File: config.mk
export PLATFORM = sky130hd
export DESIGN_NAME = mmc_counter
export DESIGN_NICKNAME = d
export VERILOG_FILES = /design/src/shared/mmc_pkg.sv /design/src/logic/mmc_counter.sv /design/src/logic/mmc_prng.sv
export VERILOG_INCLUDE_DIRS = /design/src /design/src/shared
export SDC_FILE = /design/constraint.sdc
export NUM_CORES = 1
export LEC_CHECK = 0
export BUFFER_PORTS_ARGS = -buffer_cell sky130_fd_sc_hd__clkbuf_2
export CAP_MARGIN = 25
export CORE_MARGIN = 1.5
export CORE_UTILIZATION = 45
export DETAILED_ROUTE_END_ITERATION = 12
export PLACE_DENSITY_LB_ADDON = 0.12
export SLEW_MARGIN = 20
export SYNTH_ARGS = -nofsm -noshare
export SYNTH_HDL_FRONTEND = slang
export SYNTH_HIERARCHICAL = 1
export SYNTH_SLANG_ARGS = --single-unit
File: constraint.sdc
create_clock -name CLOCK_I -period 21.6 [get_ports CLOCK_I]
set_input_delay 2.16 -clock CLOCK_I [delete_from_list [all_inputs] [get_ports CLOCK_I]]
set_output_delay 2.16 -clock CLOCK_I [all_outputs]
set_load 0.005 [all_outputs]
File: src/shared/mmc_cfg.svh
// Offsets, field positions, reset values and timing counts of the measurement counter
`ifndef MMC_CFG_SVH
`define MMC_CFG_SVH

// ----------------------------------------------------------------
// Widths
// ----------------------------------------------------------------
`define MMC_CNT_W        48
`define MMC_ADDR_W       8
`define MMC_EXP_W        5

// ----------------------------------------------------------------
// Register byte offsets
// ----------------------------------------------------------------
`define MMC_OFF_MODE     8'h00
`define MMC_OFF_CONF     8'h04
`define MMC_OFF_CMD      8'h08
`define MMC_OFF_STAT     8'h0c
`define MMC_OFF_ACNT_LO  8'h10
`define MMC_OFF_ACNT_HI  8'h14
`define MMC_OFF_MCNT_LO  8'h18
`define MMC_OFF_MCNT_HI  8'h1c
`define MMC_OFF_NET_LO   8'h20
`define MMC_OFF_NET_HI   8'h24

// ----------------------------------------------------------------
// Field positions
// ----------------------------------------------------------------
`define MMC_CONF_SLOPE_A 0
`define MMC_CONF_SLOPE_B 1
`define MMC_CONF_EXP_LO  4
`define MMC_CONF_EXP_HI  8
`define MMC_CMD_NULL     0
`define MMC_CMD_ACK      1
`define MMC_CMD_AUTOLVL  2
`define MMC_ST_DONE      0
`define MMC_ST_RUN       1
`define MMC_ST_NULL      2
`define MMC_ST_STOPLED   3
`define MMC_ST_DITHER    4
`define MMC_ST_GATE      5

// ----------------------------------------------------------------
// Reset values and exponent limits
// ----------------------------------------------------------------
`define MMC_SLOPE_RST    1'b1
`define MMC_EXP_RST      5'h00
`define MMC_EXP_MAX      4'h9
`define MMC_LFSR_SEED    16'hace1

// ----------------------------------------------------------------
// Timing
// ----------------------------------------------------------------
`define MMC_CLK_PERIOD_NS 10
`define MMC_TB_FREQ_MHZ   320
`define MMC_TB_PERIOD_PS  3125
`define MMC_HUNDREDTH_NS  10000000

`endif

File: src/shared/mmc_pkg.sv
// Types shared by the measurement counter design files
package mmc_pkg;

  // ----------------------------------------------------------------
  // Measurement functions, one-hot
  // ----------------------------------------------------------------
  typedef enum logic [10:0] {
    MD_FREQ     = 11'h001,
    MD_PERIOD   = 11'h002,
    MD_RATIO    = 11'h004,
    MD_WIDTH    = 11'h008,
    MD_INTERVAL = 11'h010,
    MD_EVENTS   = 11'h020,
    MD_MANUAL   = 11'h040,
    MD_TOT_A    = 11'h080,
    MD_TOT_SUM  = 11'h100,
    MD_TOT_DIFF = 11'h200,
    MD_RISEFALL = 11'h400
  } mmc_mode_t;

  // ----------------------------------------------------------------
  // Measurement sequencer states, one-hot
  // ----------------------------------------------------------------
  typedef enum logic [2:0] {
    ST_WAIT = 3'h1,
    ST_RUN  = 3'h2,
    ST_HOLD = 3'h4
  } mmc_state_t;

  // APB request from the master
  typedef struct packed {
    logic        psel;
    logic        penable;
    logic        pwrite;
    logic [7:0]  paddr;
    logic [31:0] pwdata;
  } mmc_apb_req_t;

  // APB answer to the master
  typedef struct packed {
    logic [31:0] prdata;
    logic        pready;
    logic        pslverr;
  } mmc_apb_rsp_t;

endpackage : mmc_pkg

File: src/logic/mmc_counter.sv
// Multi-mode measurement counter core with APB register access
`timescale 1ns/1ns
`include "mmc_cfg.svh"

// Function
// - Frequency and period both time channel A
// - Timebase counted, one cycle per count
// - Ratio counts both until N A events
// - Ratio spans 1e-9 to 1e9 range
// - Width from selected A edge to opposite
// - Interval from A edge to B edge
// - Dither timebase in width, interval, rise/fall
// - Null captures result, subtracts it afterwards
// - Averaging change keeps offset; re-null recaptures
// - Any function selection leaves null mode
// - Null result takes the coarser resolution
// - Count B events inside A pulses
// - Manual timing in hundredths, no averaging
// - Reset press and release restarts timing
// - Manual mode enters stopped, indicator lit
// - Totalize A between start/stop presses
// - Exponent zero or auto gives whole numbers
// - Scale exponent changeable after count ends
// - Sum adds B after first A
// - Difference subtracts B after first A
// - Slope picks rise or fall; auto levels
// - Rise/fall copies A conditioning to B
// - Auto level in rise/fall moves to 50%
module mmc_counter #(
  parameter int HUNDREDTH_CYCLES = `MMC_HUNDREDTH_NS / `MMC_CLK_PERIOD_NS
) (
  input  wire logic                 CLOCK_I,      // Timebase clock
  input  wire logic                 NRST_I,       // Synchronous reset, active low
  input  wire mmc_pkg::mmc_apb_req_t APB_I,       // APB request
  output mmc_pkg::mmc_apb_rsp_t     APB_O,        // APB answer
  input  wire logic                 CH_A_I,       // Conditioned channel A
  input  wire logic                 CH_B_I,       // Conditioned channel B
  input  wire logic                 START_STOP_I, // Start/stop button level
  input  wire logic                 RESET_BTN_I,  // Reset button level
  output logic                      DITHER_EN_O,  // Phase modulation on
  output logic                      STOP_LED_O,   // Start/stop indicator
  output logic                      COPY_A_TO_B_O,// Mirror A conditioning on B
  output logic [1:0]                LEVEL_SEL_O,  // 01: 10/90 %, 10: 50 %
  output logic                      DONE_O        // Measurement complete
);
  import mmc_pkg::*;

  localparam int CW = `MMC_CNT_W;
  localparam logic [23:0] PRE_LAST = 24'(HUNDREDTH_CYCLES - 1);

  // ----------------------------------------------------------------
  // Helpers
  // ----------------------------------------------------------------
  // Edge of the chosen polarity
  function automatic logic edge_of(input logic cur, input logic prv, input logic pos);
    edge_of = pos ? (cur & ~prv) : (~cur & prv);
  endfunction : edge_of

  // Ten to a non-negative power
  function automatic logic [CW-1:0] pow10(input logic [3:0] e);
    logic [CW-1:0] r;
    r = CW'(1);
    for (int i = 0; i < 9; i++)
      if (4'(i) < e)
        r = CW'(r * CW'(10));
    pow10 = r;
  endfunction : pow10

  // Negative exponent (auto) clamps to zero
  function automatic logic [3:0] clamp_exp(input logic [4:0] e);
    clamp_exp = e[4] ? 4'h0 : e[3:0];
  endfunction : clamp_exp

  // ----------------------------------------------------------------
  // Declarations
  // ----------------------------------------------------------------
  mmc_mode_t     mode;          // Active function
  mmc_state_t    state;         // Sequencer state
  logic          slope_a;       // A slope, 1 = positive
  logic          slope_b_cfg;   // B slope as written
  logic [4:0]    avg_exp;       // Averaging exponent, -1 = auto
  logic [CW-1:0] a_cnt;         // A events or pulses counted
  logic [CW-1:0] m_cnt;         // Timebase, B or total count
  logic [CW-1:0] a_hold;        // Held A count
  logic [CW-1:0] m_hold;        // Held main count
  logic [CW-1:0] offset;        // Null offset
  logic [3:0]    off_res;       // Resolution of the offset
  logic          null_on;       // Null mode active
  logic          done;          // Result waiting for the processor
  logic          auto_lvl;      // Auto level in rise/fall
  logic          gate;          // Pulse or interval gate open
  logic          b_en;          // B counting enabled in totalize
  logic [23:0]   pre;           // Hundredth-second prescaler
  logic          a_q, b_q;      // Previous channel levels
  logic          ss_q, rst_q;   // Previous button levels
  logic          dith;          // Random bit
  logic          a_sel, a_opp;  // A edges, selected and opposite
  logic          b_sel;         // B edge, selected
  logic          slope_b;       // Effective B slope
  logic          ss_press;      // Start/stop pressed
  logic          rst_rel;       // Reset released
  logic          pulse_mode;    // Gated pulse/interval family
  logic          press_mode;    // Button driven family
  logic [CW-1:0] n_target;      // Events to accumulate
  logic          last_a;        // This A event completes the run
  logic          enter_hold;    // Run ends this cycle
  logic          hold_pend;     // Run ended on the previous edge
  logic          wr, rd_setup;  // Bus strobes
  logic          wr_mode;       // Function selection written
  logic          cmd_null;      // Null request
  logic          cmd_ack;       // Result taken
  logic [3:0]    cur_res;       // Resolution of current setting
  logic [3:0]    res_exp;       // Reported resolution
  logic [3:0]    scale_exp;     // Totalize display scale
  logic [CW-1:0] net;           // Held result less offset
  logic [31:0]   status;        // Status word
  logic [31:0]   next_rdata;    // Read mux
  logic          next_err;      // Unmapped address

  // ----------------------------------------------------------------
  // Random source
  // ----------------------------------------------------------------
  mmc_prng u_prng (
    .CLOCK_I (CLOCK_I),
    .NRST_I  (NRST_I),
    .EN_I    (DITHER_EN_O),
    .BIT_O   (dith)
  );

  // ----------------------------------------------------------------
  // Decode
  // ----------------------------------------------------------------
  assign wr       = APB_I.psel & APB_I.penable & APB_I.pwrite;
  assign rd_setup = APB_I.psel & ~APB_I.penable;
  // An illegal code is no selection, so it must not clear null, done or counts
  assign wr_mode  = wr & (APB_I.paddr == `MMC_OFF_MODE) & $onehot(APB_I.pwdata[10:0]);
  assign cmd_null = wr & (APB_I.paddr == `MMC_OFF_CMD) & APB_I.pwdata[`MMC_CMD_NULL];
  assign cmd_ack  = wr & (APB_I.paddr == `MMC_OFF_CMD) & APB_I.pwdata[`MMC_CMD_ACK];

  // Rise/fall measures both edges with the A slope
  assign slope_b  = (mode == MD_RISEFALL) ? slope_a : slope_b_cfg;
  assign a_sel    = edge_of(CH_A_I, a_q, slope_a);
  assign a_opp    = edge_of(CH_A_I, a_q, ~slope_a);
  assign b_sel    = edge_of(CH_B_I, b_q, slope_b);
  assign ss_press = START_STOP_I & ~ss_q;
  assign rst_rel  = ~RESET_BTN_I & rst_q;

  assign pulse_mode = mode inside {MD_WIDTH, MD_INTERVAL, MD_EVENTS, MD_RISEFALL};
  assign press_mode = mode inside {MD_MANUAL, MD_TOT_A, MD_TOT_SUM, MD_TOT_DIFF};
  assign n_target   = pow10(clamp_exp(avg_exp));
  assign last_a     = (a_cnt + CW'(1)) == n_target;

  // Run ends on the Nth A event, pulse close, or a stop press
  always_comb
  begin
    enter_hold = 1'b0;
    if (state == ST_RUN)
    begin
      if (press_mode)
        enter_hold = ss_press & ~RESET_BTN_I;
      else if (pulse_mode)
        enter_hold = gate & last_a &
          ((mode inside {MD_WIDTH, MD_EVENTS}) ? a_opp : b_sel);
      else
        enter_hold = a_sel & last_a;
    end
  end

  // ----------------------------------------------------------------
  // Input history
  // ----------------------------------------------------------------
  always_ff @(posedge CLOCK_I)
  begin
    if (!NRST_I)
    begin
      a_q   <= 1'b0;
      b_q   <= 1'b0;
      ss_q  <= 1'b0;
      rst_q <= 1'b0;
    end
    else
    begin
      a_q   <= CH_A_I;
      b_q   <= CH_B_I;
      ss_q  <= START_STOP_I;
      rst_q <= RESET_BTN_I;
    end
  end

  // ----------------------------------------------------------------
  // Configuration registers
  // ----------------------------------------------------------------
  // The exponent may change at any time, even while a count is held
  always_ff @(posedge CLOCK_I)
  begin
    if (!NRST_I)
    begin
      mode        <= MD_FREQ;
      slope_a     <= `MMC_SLOPE_RST;
      slope_b_cfg <= `MMC_SLOPE_RST;
      avg_exp     <= `MMC_EXP_RST;
    end
    else if (wr & (APB_I.paddr == `MMC_OFF_CONF))
    begin
      slope_a     <= APB_I.pwdata[`MMC_CONF_SLOPE_A];
      slope_b_cfg <= APB_I.pwdata[`MMC_CONF_SLOPE_B];
      avg_exp     <= APB_I.pwdata[`MMC_CONF_EXP_HI:`MMC_CONF_EXP_LO];
    end
    else if (wr_mode)
    begin
      // Illegal codes are ignored and the old function kept
      unique case (APB_I.pwdata[10:0])
        MD_FREQ, MD_PERIOD, MD_RATIO, MD_WIDTH, MD_INTERVAL, MD_EVENTS,
        MD_MANUAL, MD_TOT_A, MD_TOT_SUM, MD_TOT_DIFF, MD_RISEFALL:
          mode <= mmc_mode_t'(APB_I.pwdata[10:0]);
        default:
          mode <= mode;
      endcase
    end
  end

  // ----------------------------------------------------------------
  // Null offset
  // ----------------------------------------------------------------
  // Averaging writes do not touch the offset; only a selection clears null mode
  always_ff @(posedge CLOCK_I)
  begin
    if (!NRST_I)
    begin
      null_on <= 1'b0;
      offset  <= '0;
      off_res <= 4'h0;
    end
    else if (wr_mode)
      null_on <= 1'b0;
    else if (cmd_null)
    begin
      null_on <= 1'b1;
      offset  <= m_hold;
      off_res <= cur_res;
    end
  end

  // ----------------------------------------------------------------
  // Level control for rise/fall
  // ----------------------------------------------------------------
  always_ff @(posedge CLOCK_I)
  begin
    if (!NRST_I)
      auto_lvl <= 1'b0;
    else if (wr_mode)
      auto_lvl <= 1'b0;
    else if (wr & (APB_I.paddr == `MMC_OFF_CMD) & APB_I.pwdata[`MMC_CMD_AUTOLVL])
      auto_lvl <= (mode == MD_RISEFALL);
  end

  // ----------------------------------------------------------------
  // Sequencer
  // ----------------------------------------------------------------
  // Manual and totalize wait for a press; others for the first A edge
  always_ff @(posedge CLOCK_I)
  begin
    if (!NRST_I)
      state <= ST_WAIT;
    else if (wr_mode)
      state <= ST_WAIT;
    else if ((mode == MD_MANUAL) & rst_rel)
      state <= ST_RUN;
    else
    begin
      unique case (state)
        ST_WAIT:
          if (press_mode ? (ss_press & ~RESET_BTN_I) : a_sel)
            state <= ST_RUN;
        ST_RUN:
          if (enter_hold)
            state <= ST_HOLD;
        ST_HOLD:
          if (cmd_ack)
            state <= ST_WAIT;
      endcase
    end
  end

  // Gate for width, interval, events and rise/fall
  always_ff @(posedge CLOCK_I)
  begin
    if (!NRST_I || wr_mode || state != ST_RUN && state != ST_WAIT)
      gate <= 1'b0;
    else if (pulse_mode && state == ST_WAIT)
      gate <= a_sel;
    else if (pulse_mode && gate)
      gate <= (mode inside {MD_WIDTH, MD_EVENTS}) ? ~a_opp : ~b_sel;
    else if (pulse_mode)
      gate <= a_sel;
  end

  // ----------------------------------------------------------------
  // Counters
  // ----------------------------------------------------------------
  // Counts are cleared on selection, on reset press in manual mode, and on each new start
  always_ff @(posedge CLOCK_I)
  begin
    if (!NRST_I || wr_mode || ((mode == MD_MANUAL) && RESET_BTN_I))
    begin
      a_cnt <= '0;
      m_cnt <= '0;
      b_en  <= 1'b0;
      pre   <= '0;
    end
    else if (state == ST_WAIT)
    begin
      a_cnt <= '0;
      m_cnt <= '0;
      b_en  <= 1'b0;
      pre   <= '0;
    end
    else if (state == ST_RUN)
    begin
      unique case (mode)
        MD_FREQ, MD_PERIOD:
        begin
          m_cnt <= m_cnt + CW'(1);
          if (a_sel)
            a_cnt <= a_cnt + CW'(1);
        end
        MD_RATIO:
        begin
          // Wide counters keep both extremes of the quotient exact
          if (b_sel)
            m_cnt <= m_cnt + CW'(1);
          if (a_sel)
            a_cnt <= a_cnt + CW'(1);
        end
        MD_WIDTH, MD_INTERVAL, MD_RISEFALL:
        begin
          // A random extra count on each open-gate cycle except the one that ends the run dithers the timebase
          if (gate)
            m_cnt <= m_cnt + CW'(1) + CW'(enter_hold | ~gate ? 1'b0 : dith);
          if (gate && ((mode == MD_WIDTH) ? a_opp : b_sel))
            a_cnt <= a_cnt + CW'(1);
        end
        MD_EVENTS:
        begin
          if (gate && b_sel)
            m_cnt <= m_cnt + CW'(1);
          if (gate && a_opp)
            a_cnt <= a_cnt + CW'(1);
        end
        MD_MANUAL:
        begin
          // Exponent plays no part: one count per hundredth second
          if (pre == PRE_LAST)
          begin
            pre   <= '0;
            m_cnt <= m_cnt + CW'(1);
          end
          else
            pre <= pre + 24'h000001;
        end
        MD_TOT_A:
          if (CH_A_I & ~a_q)
            m_cnt <= m_cnt + CW'(1);
        MD_TOT_SUM, MD_TOT_DIFF:
        begin
          if (CH_A_I & ~a_q)
          begin
            a_cnt <= a_cnt + CW'(1);
            b_en  <= 1'b1;
          end
          if (mode == MD_TOT_SUM)
            m_cnt <= m_cnt + CW'(CH_A_I & ~a_q) + CW'(b_en & CH_B_I & ~b_q);
          else
            m_cnt <= m_cnt + CW'(CH_A_I & ~a_q) - CW'(b_en & CH_B_I & ~b_q);
        end
      endcase
    end
  end

  // ----------------------------------------------------------------
  // Result hold and completion flag
  // ----------------------------------------------------------------
  // The closing edge still counts, so capture one edge later, once frozen
  always_ff @(posedge CLOCK_I)
  begin
    if (!NRST_I || wr_mode)
      hold_pend <= 1'b0;
    else
      hold_pend <= enter_hold;
  end

  // Held values change only when a new run ends, even in the middle of a read
  always_ff @(posedge CLOCK_I)
  begin
    if (!NRST_I)
    begin
      a_hold <= '0;
      m_hold <= '0;
    end
    else if (hold_pend)
    begin
      a_hold <= a_cnt;
      m_hold <= m_cnt;
    end
  end

  // Completion wins over an acknowledge in the same cycle
  always_ff @(posedge CLOCK_I)
  begin
    if (!NRST_I || wr_mode)
      done <= 1'b0;
    else if (hold_pend)
      done <= 1'b1;
    else if (cmd_ack)
      done <= 1'b0;
  end

  // ----------------------------------------------------------------
  // Derived results
  // ----------------------------------------------------------------
  assign cur_res   = clamp_exp(avg_exp);
  assign res_exp   = (null_on && off_res < cur_res) ? off_res : cur_res;
  assign scale_exp = (mode inside {MD_TOT_A, MD_TOT_SUM, MD_TOT_DIFF})
                     ? clamp_exp(avg_exp) : 4'h0;
  assign net       = null_on ? m_hold - offset : m_hold;

  always_comb
  begin
    status = '0;
    status[`MMC_ST_DONE]    = done;
    status[`MMC_ST_RUN]     = (state == ST_RUN);
    status[`MMC_ST_NULL]    = null_on;
    status[`MMC_ST_STOPLED] = STOP_LED_O;
    status[`MMC_ST_DITHER]  = DITHER_EN_O;
    status[`MMC_ST_GATE]    = gate;
    status[11:8]            = scale_exp;
    status[15:12]           = res_exp;
    status[26:16]           = mode;
  end

  // ----------------------------------------------------------------
  // Side outputs
  // ----------------------------------------------------------------
  assign DITHER_EN_O   = mode inside {MD_WIDTH, MD_INTERVAL, MD_RISEFALL};
  assign STOP_LED_O    = (mode == MD_MANUAL) & (state != ST_RUN);
  assign COPY_A_TO_B_O = (mode == MD_RISEFALL);
  assign LEVEL_SEL_O   = (mode != MD_RISEFALL) ? 2'h0 :
                         (auto_lvl ? 2'h2 : 2'h1);
  assign DONE_O        = done;

  // ----------------------------------------------------------------
  // APB read path
  // ----------------------------------------------------------------
  always_comb
  begin
    next_err   = 1'b0;
    next_rdata = 32'h00000000;
    unique case (APB_I.paddr)
      `MMC_OFF_MODE:    next_rdata = {21'h000000, mode};
      `MMC_OFF_CONF:    next_rdata = {23'h000000, avg_exp, 2'h0, slope_b_cfg, slope_a};
      `MMC_OFF_CMD:     next_rdata = 32'h00000000;
      `MMC_OFF_STAT:    next_rdata = status;
      `MMC_OFF_ACNT_LO: next_rdata = a_hold[31:0];
      `MMC_OFF_ACNT_HI: next_rdata = {16'h0000, a_hold[CW-1:32]};
      `MMC_OFF_MCNT_LO: next_rdata = m_hold[31:0];
      `MMC_OFF_MCNT_HI: next_rdata = {16'h0000, m_hold[CW-1:32]};
      `MMC_OFF_NET_LO:  next_rdata = net[31:0];
      `MMC_OFF_NET_HI:  next_rdata = {16'h0000, net[CW-1:32]};
      default:          next_err   = 1'b1;
    endcase
  end

  // Answer captured in the setup cycle, shown during the access phase
  always_ff @(posedge CLOCK_I)
  begin
    if (!NRST_I)
    begin
      APB_O.prdata  <= 32'h00000000;
      APB_O.pslverr <= 1'b0;
      APB_O.pready  <= 1'b1;    // Zero wait states, ready from reset on
    end
    else if (rd_setup)
    begin
      APB_O.prdata  <= APB_I.pwrite ? 32'h00000000 : next_rdata;
      APB_O.pslverr <= next_err;
    end
  end


endmodule : mmc_counter

File: src/logic/mmc_prng.sv
// Pseudo-random bit source that phase-modulates the timebase count
`timescale 1ns/1ns
`include "mmc_cfg.svh"

module mmc_prng (
  input  wire logic CLOCK_I,   // Timebase clock
  input  wire logic NRST_I,    // Synchronous reset, active low
  input  wire logic EN_I,      // Run the generator
  output logic      BIT_O      // Registered random bit
);

  logic [15:0] lfsr;           // Maximal-length shift register

  // ----------------------------------------------------------------
  // Shift register
  // ----------------------------------------------------------------
  // Holds still when disabled so non-dithered modes stay exact
  always_ff @(posedge CLOCK_I)
  begin
    if (!NRST_I)
      lfsr <= `MMC_LFSR_SEED;
    else if (EN_I)
      lfsr <= {lfsr[14:0], lfsr[15] ^ lfsr[13] ^ lfsr[12] ^ lfsr[10]};
  end

  // Output bit, forced low while idle
  always_ff @(posedge CLOCK_I)
  begin
    if (!NRST_I)
      BIT_O <= 1'b0;
    else
      BIT_O <= EN_I & lfsr[15];
  end

endmodule : mmc_prng

==> results.md <==
- Largest family of logic cells by synthesized area: simple AND/OR/NAND/NOR gates
- CP Capture Type: flip-flop
- Syn-to-layout area delta: 6.95%
- RSZ-0062 raised after global routing: no
- Top Ports: 89
- Layout cells sized above 1: 6.12%
- Vias: 31500
- Crit path DAT: 18.59 ns
- GRT Total Usage: 29.2%
- DRT Wirelength: 111 mm
- Top post-synthesis cells by count: nor2_1, nand2_1, dfxtp_1
- Die height: 273 µm
- Worst setup startpoint: avg_exp[0]
- I/O Buffers: 66
- Final period util: 84.2%
- Post-synth top area cell: dfxtp_1
- Vias per cell: 6.02
- Synth top area share: 21.4%
- WP data required: 22.01 ns
- Vias in the first global route: 29400
- Nets@finish: 4620
- DR iter-0 viols: 2799
- Ys async rst share: 0%
- Mean Syn Cell Area: 7.53 µm²
- Leak: 14.1 nW
- CTS H-Tree Depth: 2
- Compound-cell area share of the yosys netlist: 22.7%
- Setup_tns: 0 ns
- WL per Instance: 21.2 µm
- Largest net degree at the start of global routing: 105
- GR Overflow Total: 0
- Hold Startpoint: offset[18]
- Post-layout minimum cycle time: 18.18 ns
- Core Rows: 98
- Post-synth EDFFs: 0
- Worst-Margin Slew: 1.01 ns
- Post-CTS sizing: 0
- TritonCTS buffer count: 39
- Post-synthesis xor/xnor area fraction: 9.33%
- DRC: 0
- Worst hold path type: flip-flop to flip-flop
- Synth warnings: 6
- Post-route ant nets: 0
- Post-Synth Adder-Cell Area: 12.4%
- Post-Place Cells: 5162
- Worst setup path end: m_cnt[38]
- FILL cells: 7254
- Register-to-Register Path Depth: 69
- Top_reg_cell synth: dfxtp_1
- PwrDens: 42.4 nW/µm²
- Non-filler cells, final: 5231
- Peak Freq: 0.0550 GHz
- Worst r2r src: avg_exp[0]
- First-pass GRT wire length: 173 mm
- Core box area: 71700 µm²
- Outcome: finished, final reports clean
- Util after Layout: 48.8%
- Element type at the critical path start: flip-flop
- Inserted Diodes: 0
- CTS max path bufs: 3
- Post-route cell area: 35000 µm²
- Post-synthesis cell type count: 97
- CP Max Fanout: 19
- Synth Instances: 4343
- Post-DP HPWL: 85.1 mm
- Final Hold Vio Count: 0
- Post-synthesis mux area share: 5.12%
- Yosys reg bits: 349
- Total area of sequential cells: 6990 µm²
- Fin. max-slew vios: 0
- Worst R2R Setup Slack: 3.42 ns
- Pre-antenna DRT Iters: 8
- Footprint of the multi-input gates: 24200 µm²
- Clock Skews: 0.0372 ns
- Most used cell, CP: ha_1
- Worst skew pair latency: 0.58 ns
- Clk sinks: 349
- Reg2reg end: m_cnt[38]
- Peak supply drop: 0.0624 mV
- Count leader, synth: nor2_1
- Area of the mapped netlist: 32700 µm²
- Max_cap viols: 0
- Die width: 273 µm
- Slowest library cell on the worst path: nor2_1
- Die ar.: 74300 µm²
- Part of the Yosys area used for sequential elements: 21.4%
- Clk pin slew, worst setup/hold paths: 0.06 ns
- CTS Root Cell: clkbuf_16
- Initial core utilization: 45.6%
- Max_slew headroom: 31.9%
- Routability cong.: 0.934
- Hold_buf cts: 0
- Setup CP Type: flip-flop to flip-flop
- Initial antenna violation count: 1
- # Post-CTS Setup Buffers: 0
- CTS tree: yes
- Dpl cell area: 33700 µm²
- Post-Synth Simple-Gate Area: 24.3%
- Synth top area cells: dfxtp_1, ha_1, xnor2_1
- Tot Pwr: 1.48 mW
- Max stage delay on crit path: 0.77 ns
- Final setup fails: 0
## state kept, by name (all words and copies together) (netlist names), 3 cells and up
register and flops:
pre 24, off_res 4, state 3, APB_O 33, u_prng/lfsr 16, a_cnt 48
a_hold 48, mode 11, avg_exp 5, m_cnt 48, m_hold 48, offset 48
## worst min path at each step
stage | to | slack, ns | depth (start not counted)
3_3_place_gp | offset[4] | 0.44 | 2
3_5_place_dp | offset[24] | 0.44 | 2
5_1_grt | offset[30] | 0.46 | 2
2_1_floorplan | offset[43] | 0.43 | 2
6_report | offset[18] | 0.45 | 2
4_1_cts | offset[34] | 0.45 | 2
## metrics by stage
stage                     setup slack, ns  hold slack, ns
after global placement               3.38           0.439
after CTS                            3.30           0.452
after global routing                 2.14           0.461
after detailed placement             3.38           0.445
final                                3.42           0.450
after floorplan                      5.80           0.432
## layer usage
metal  vias up  wire length, µm  global-route usage [%]
met3       175             6250                    3.10
met1     14700            48500                    37.9
met4         2             4510                    11.4
met2       981            51600                    49.3
li1      15600                -                       -
met5         -               13                       0
## final cells by class
| cell class | count | area share [%] |
|---|---|---|
| Multi-Input combinational cell | 3600 | 69.3 |
| Sequential cell | 349 | 20.0 |
| Clock buffer | 53 | 3.11 |
| Inverter | 158 | 1.71 |
| Tap cell | 950 | 3.40 |
| Clock inverter | 15 | 0.690 |
| Timing Repair Buffer | 106 | 1.84 |
## kinds of logic (layout without fill, tap and decap cells)
kind of cell,count (synthesis),in the layout
buf+inv,395,332
fa+ha+maj,317,317
flops,349,349
simple gates,1633,1633
mux,166,166
other cells,2,3
compound gates,1134,1134
xor+xnor,347,347
## placed cells by master (no fill, tap or decap), types with 16 or more instances in the layout
| cell | Yosys | layout |
|---|---|---|
| nor2_1 | 468 | 467 |
| nand2_1 | 439 | 438 |
| dfxtp_1 | 349 | 348 |
| a21oi_1 | 318 | 318 |
| ha_1 | 303 | 303 |
| o21ai_0 | 231 | 230 |
| xnor2_1 | 209 | 209 |
| inv_1 | 156 | 156 |
| mux2i_1 | 156 | 156 |
| nand3_1 | 145 | 145 |
| xor2_1 | 136 | 136 |
| nor3_1 | 104 | 104 |
| nand4_1 | 85 | 85 |
| a21o_1 | 77 | 77 |
| a211oi_1 | 70 | 68 |
| clkbuf_2 | 2 | 67 |
| or3_1 | 59 | 59 |
| and2_1 | 49 | 49 |
| a31oi_1 | 49 | 49 |
| and3_1 | 47 | 47 |
| a22oi_1 | 46 | 46 |
| nand2b_1 | 40 | 39 |
| clkbuf_16 | 0 | 39 |
| nor2b_1 | 38 | 37 |
| buf_4 | 3 | 37 |
| o211ai_1 | 34 | 34 |
| o21a_1 | 29 | 28 |
| nor4_1 | 28 | 27 |
| a221oi_1 | 26 | 26 |
| o21bai_1 | 23 | 23 |
| or2_2 | 22 | 22 |
| a222oi_1 | 22 | 22 |
| and4_1 | 20 | 20 |
| o31ai_1 | 21 | 20 |
| a211o_1 | 20 | 19 |
| o22ai_1 | 17 | 16 |
## critical path, delay by kind of cell (launching register included)
family                   cells  cell delay, ns
AND/OR/NAND/NOR             24            6.61
AO/OA/AOI/OAI               25            5.53
adder cells (fa/ha/maj)     15            4.62
buffers and inverters        3            0.59
flip-flops                   1            0.30
XOR/XNOR                     1            0.21
multiplexers                 1            0.15
## power breakdown
group / switching [mW] / internal [mW] / total (mW)
logic: 0.0686 / 0.0380 / 0.107
clock network: 0.287 / 0.425 / 0.713
registers: 0.0141 / 0.649 / 0.663
total: 0.370 / 1.11 / 1.48
Power figures use the tool's default switching activity.
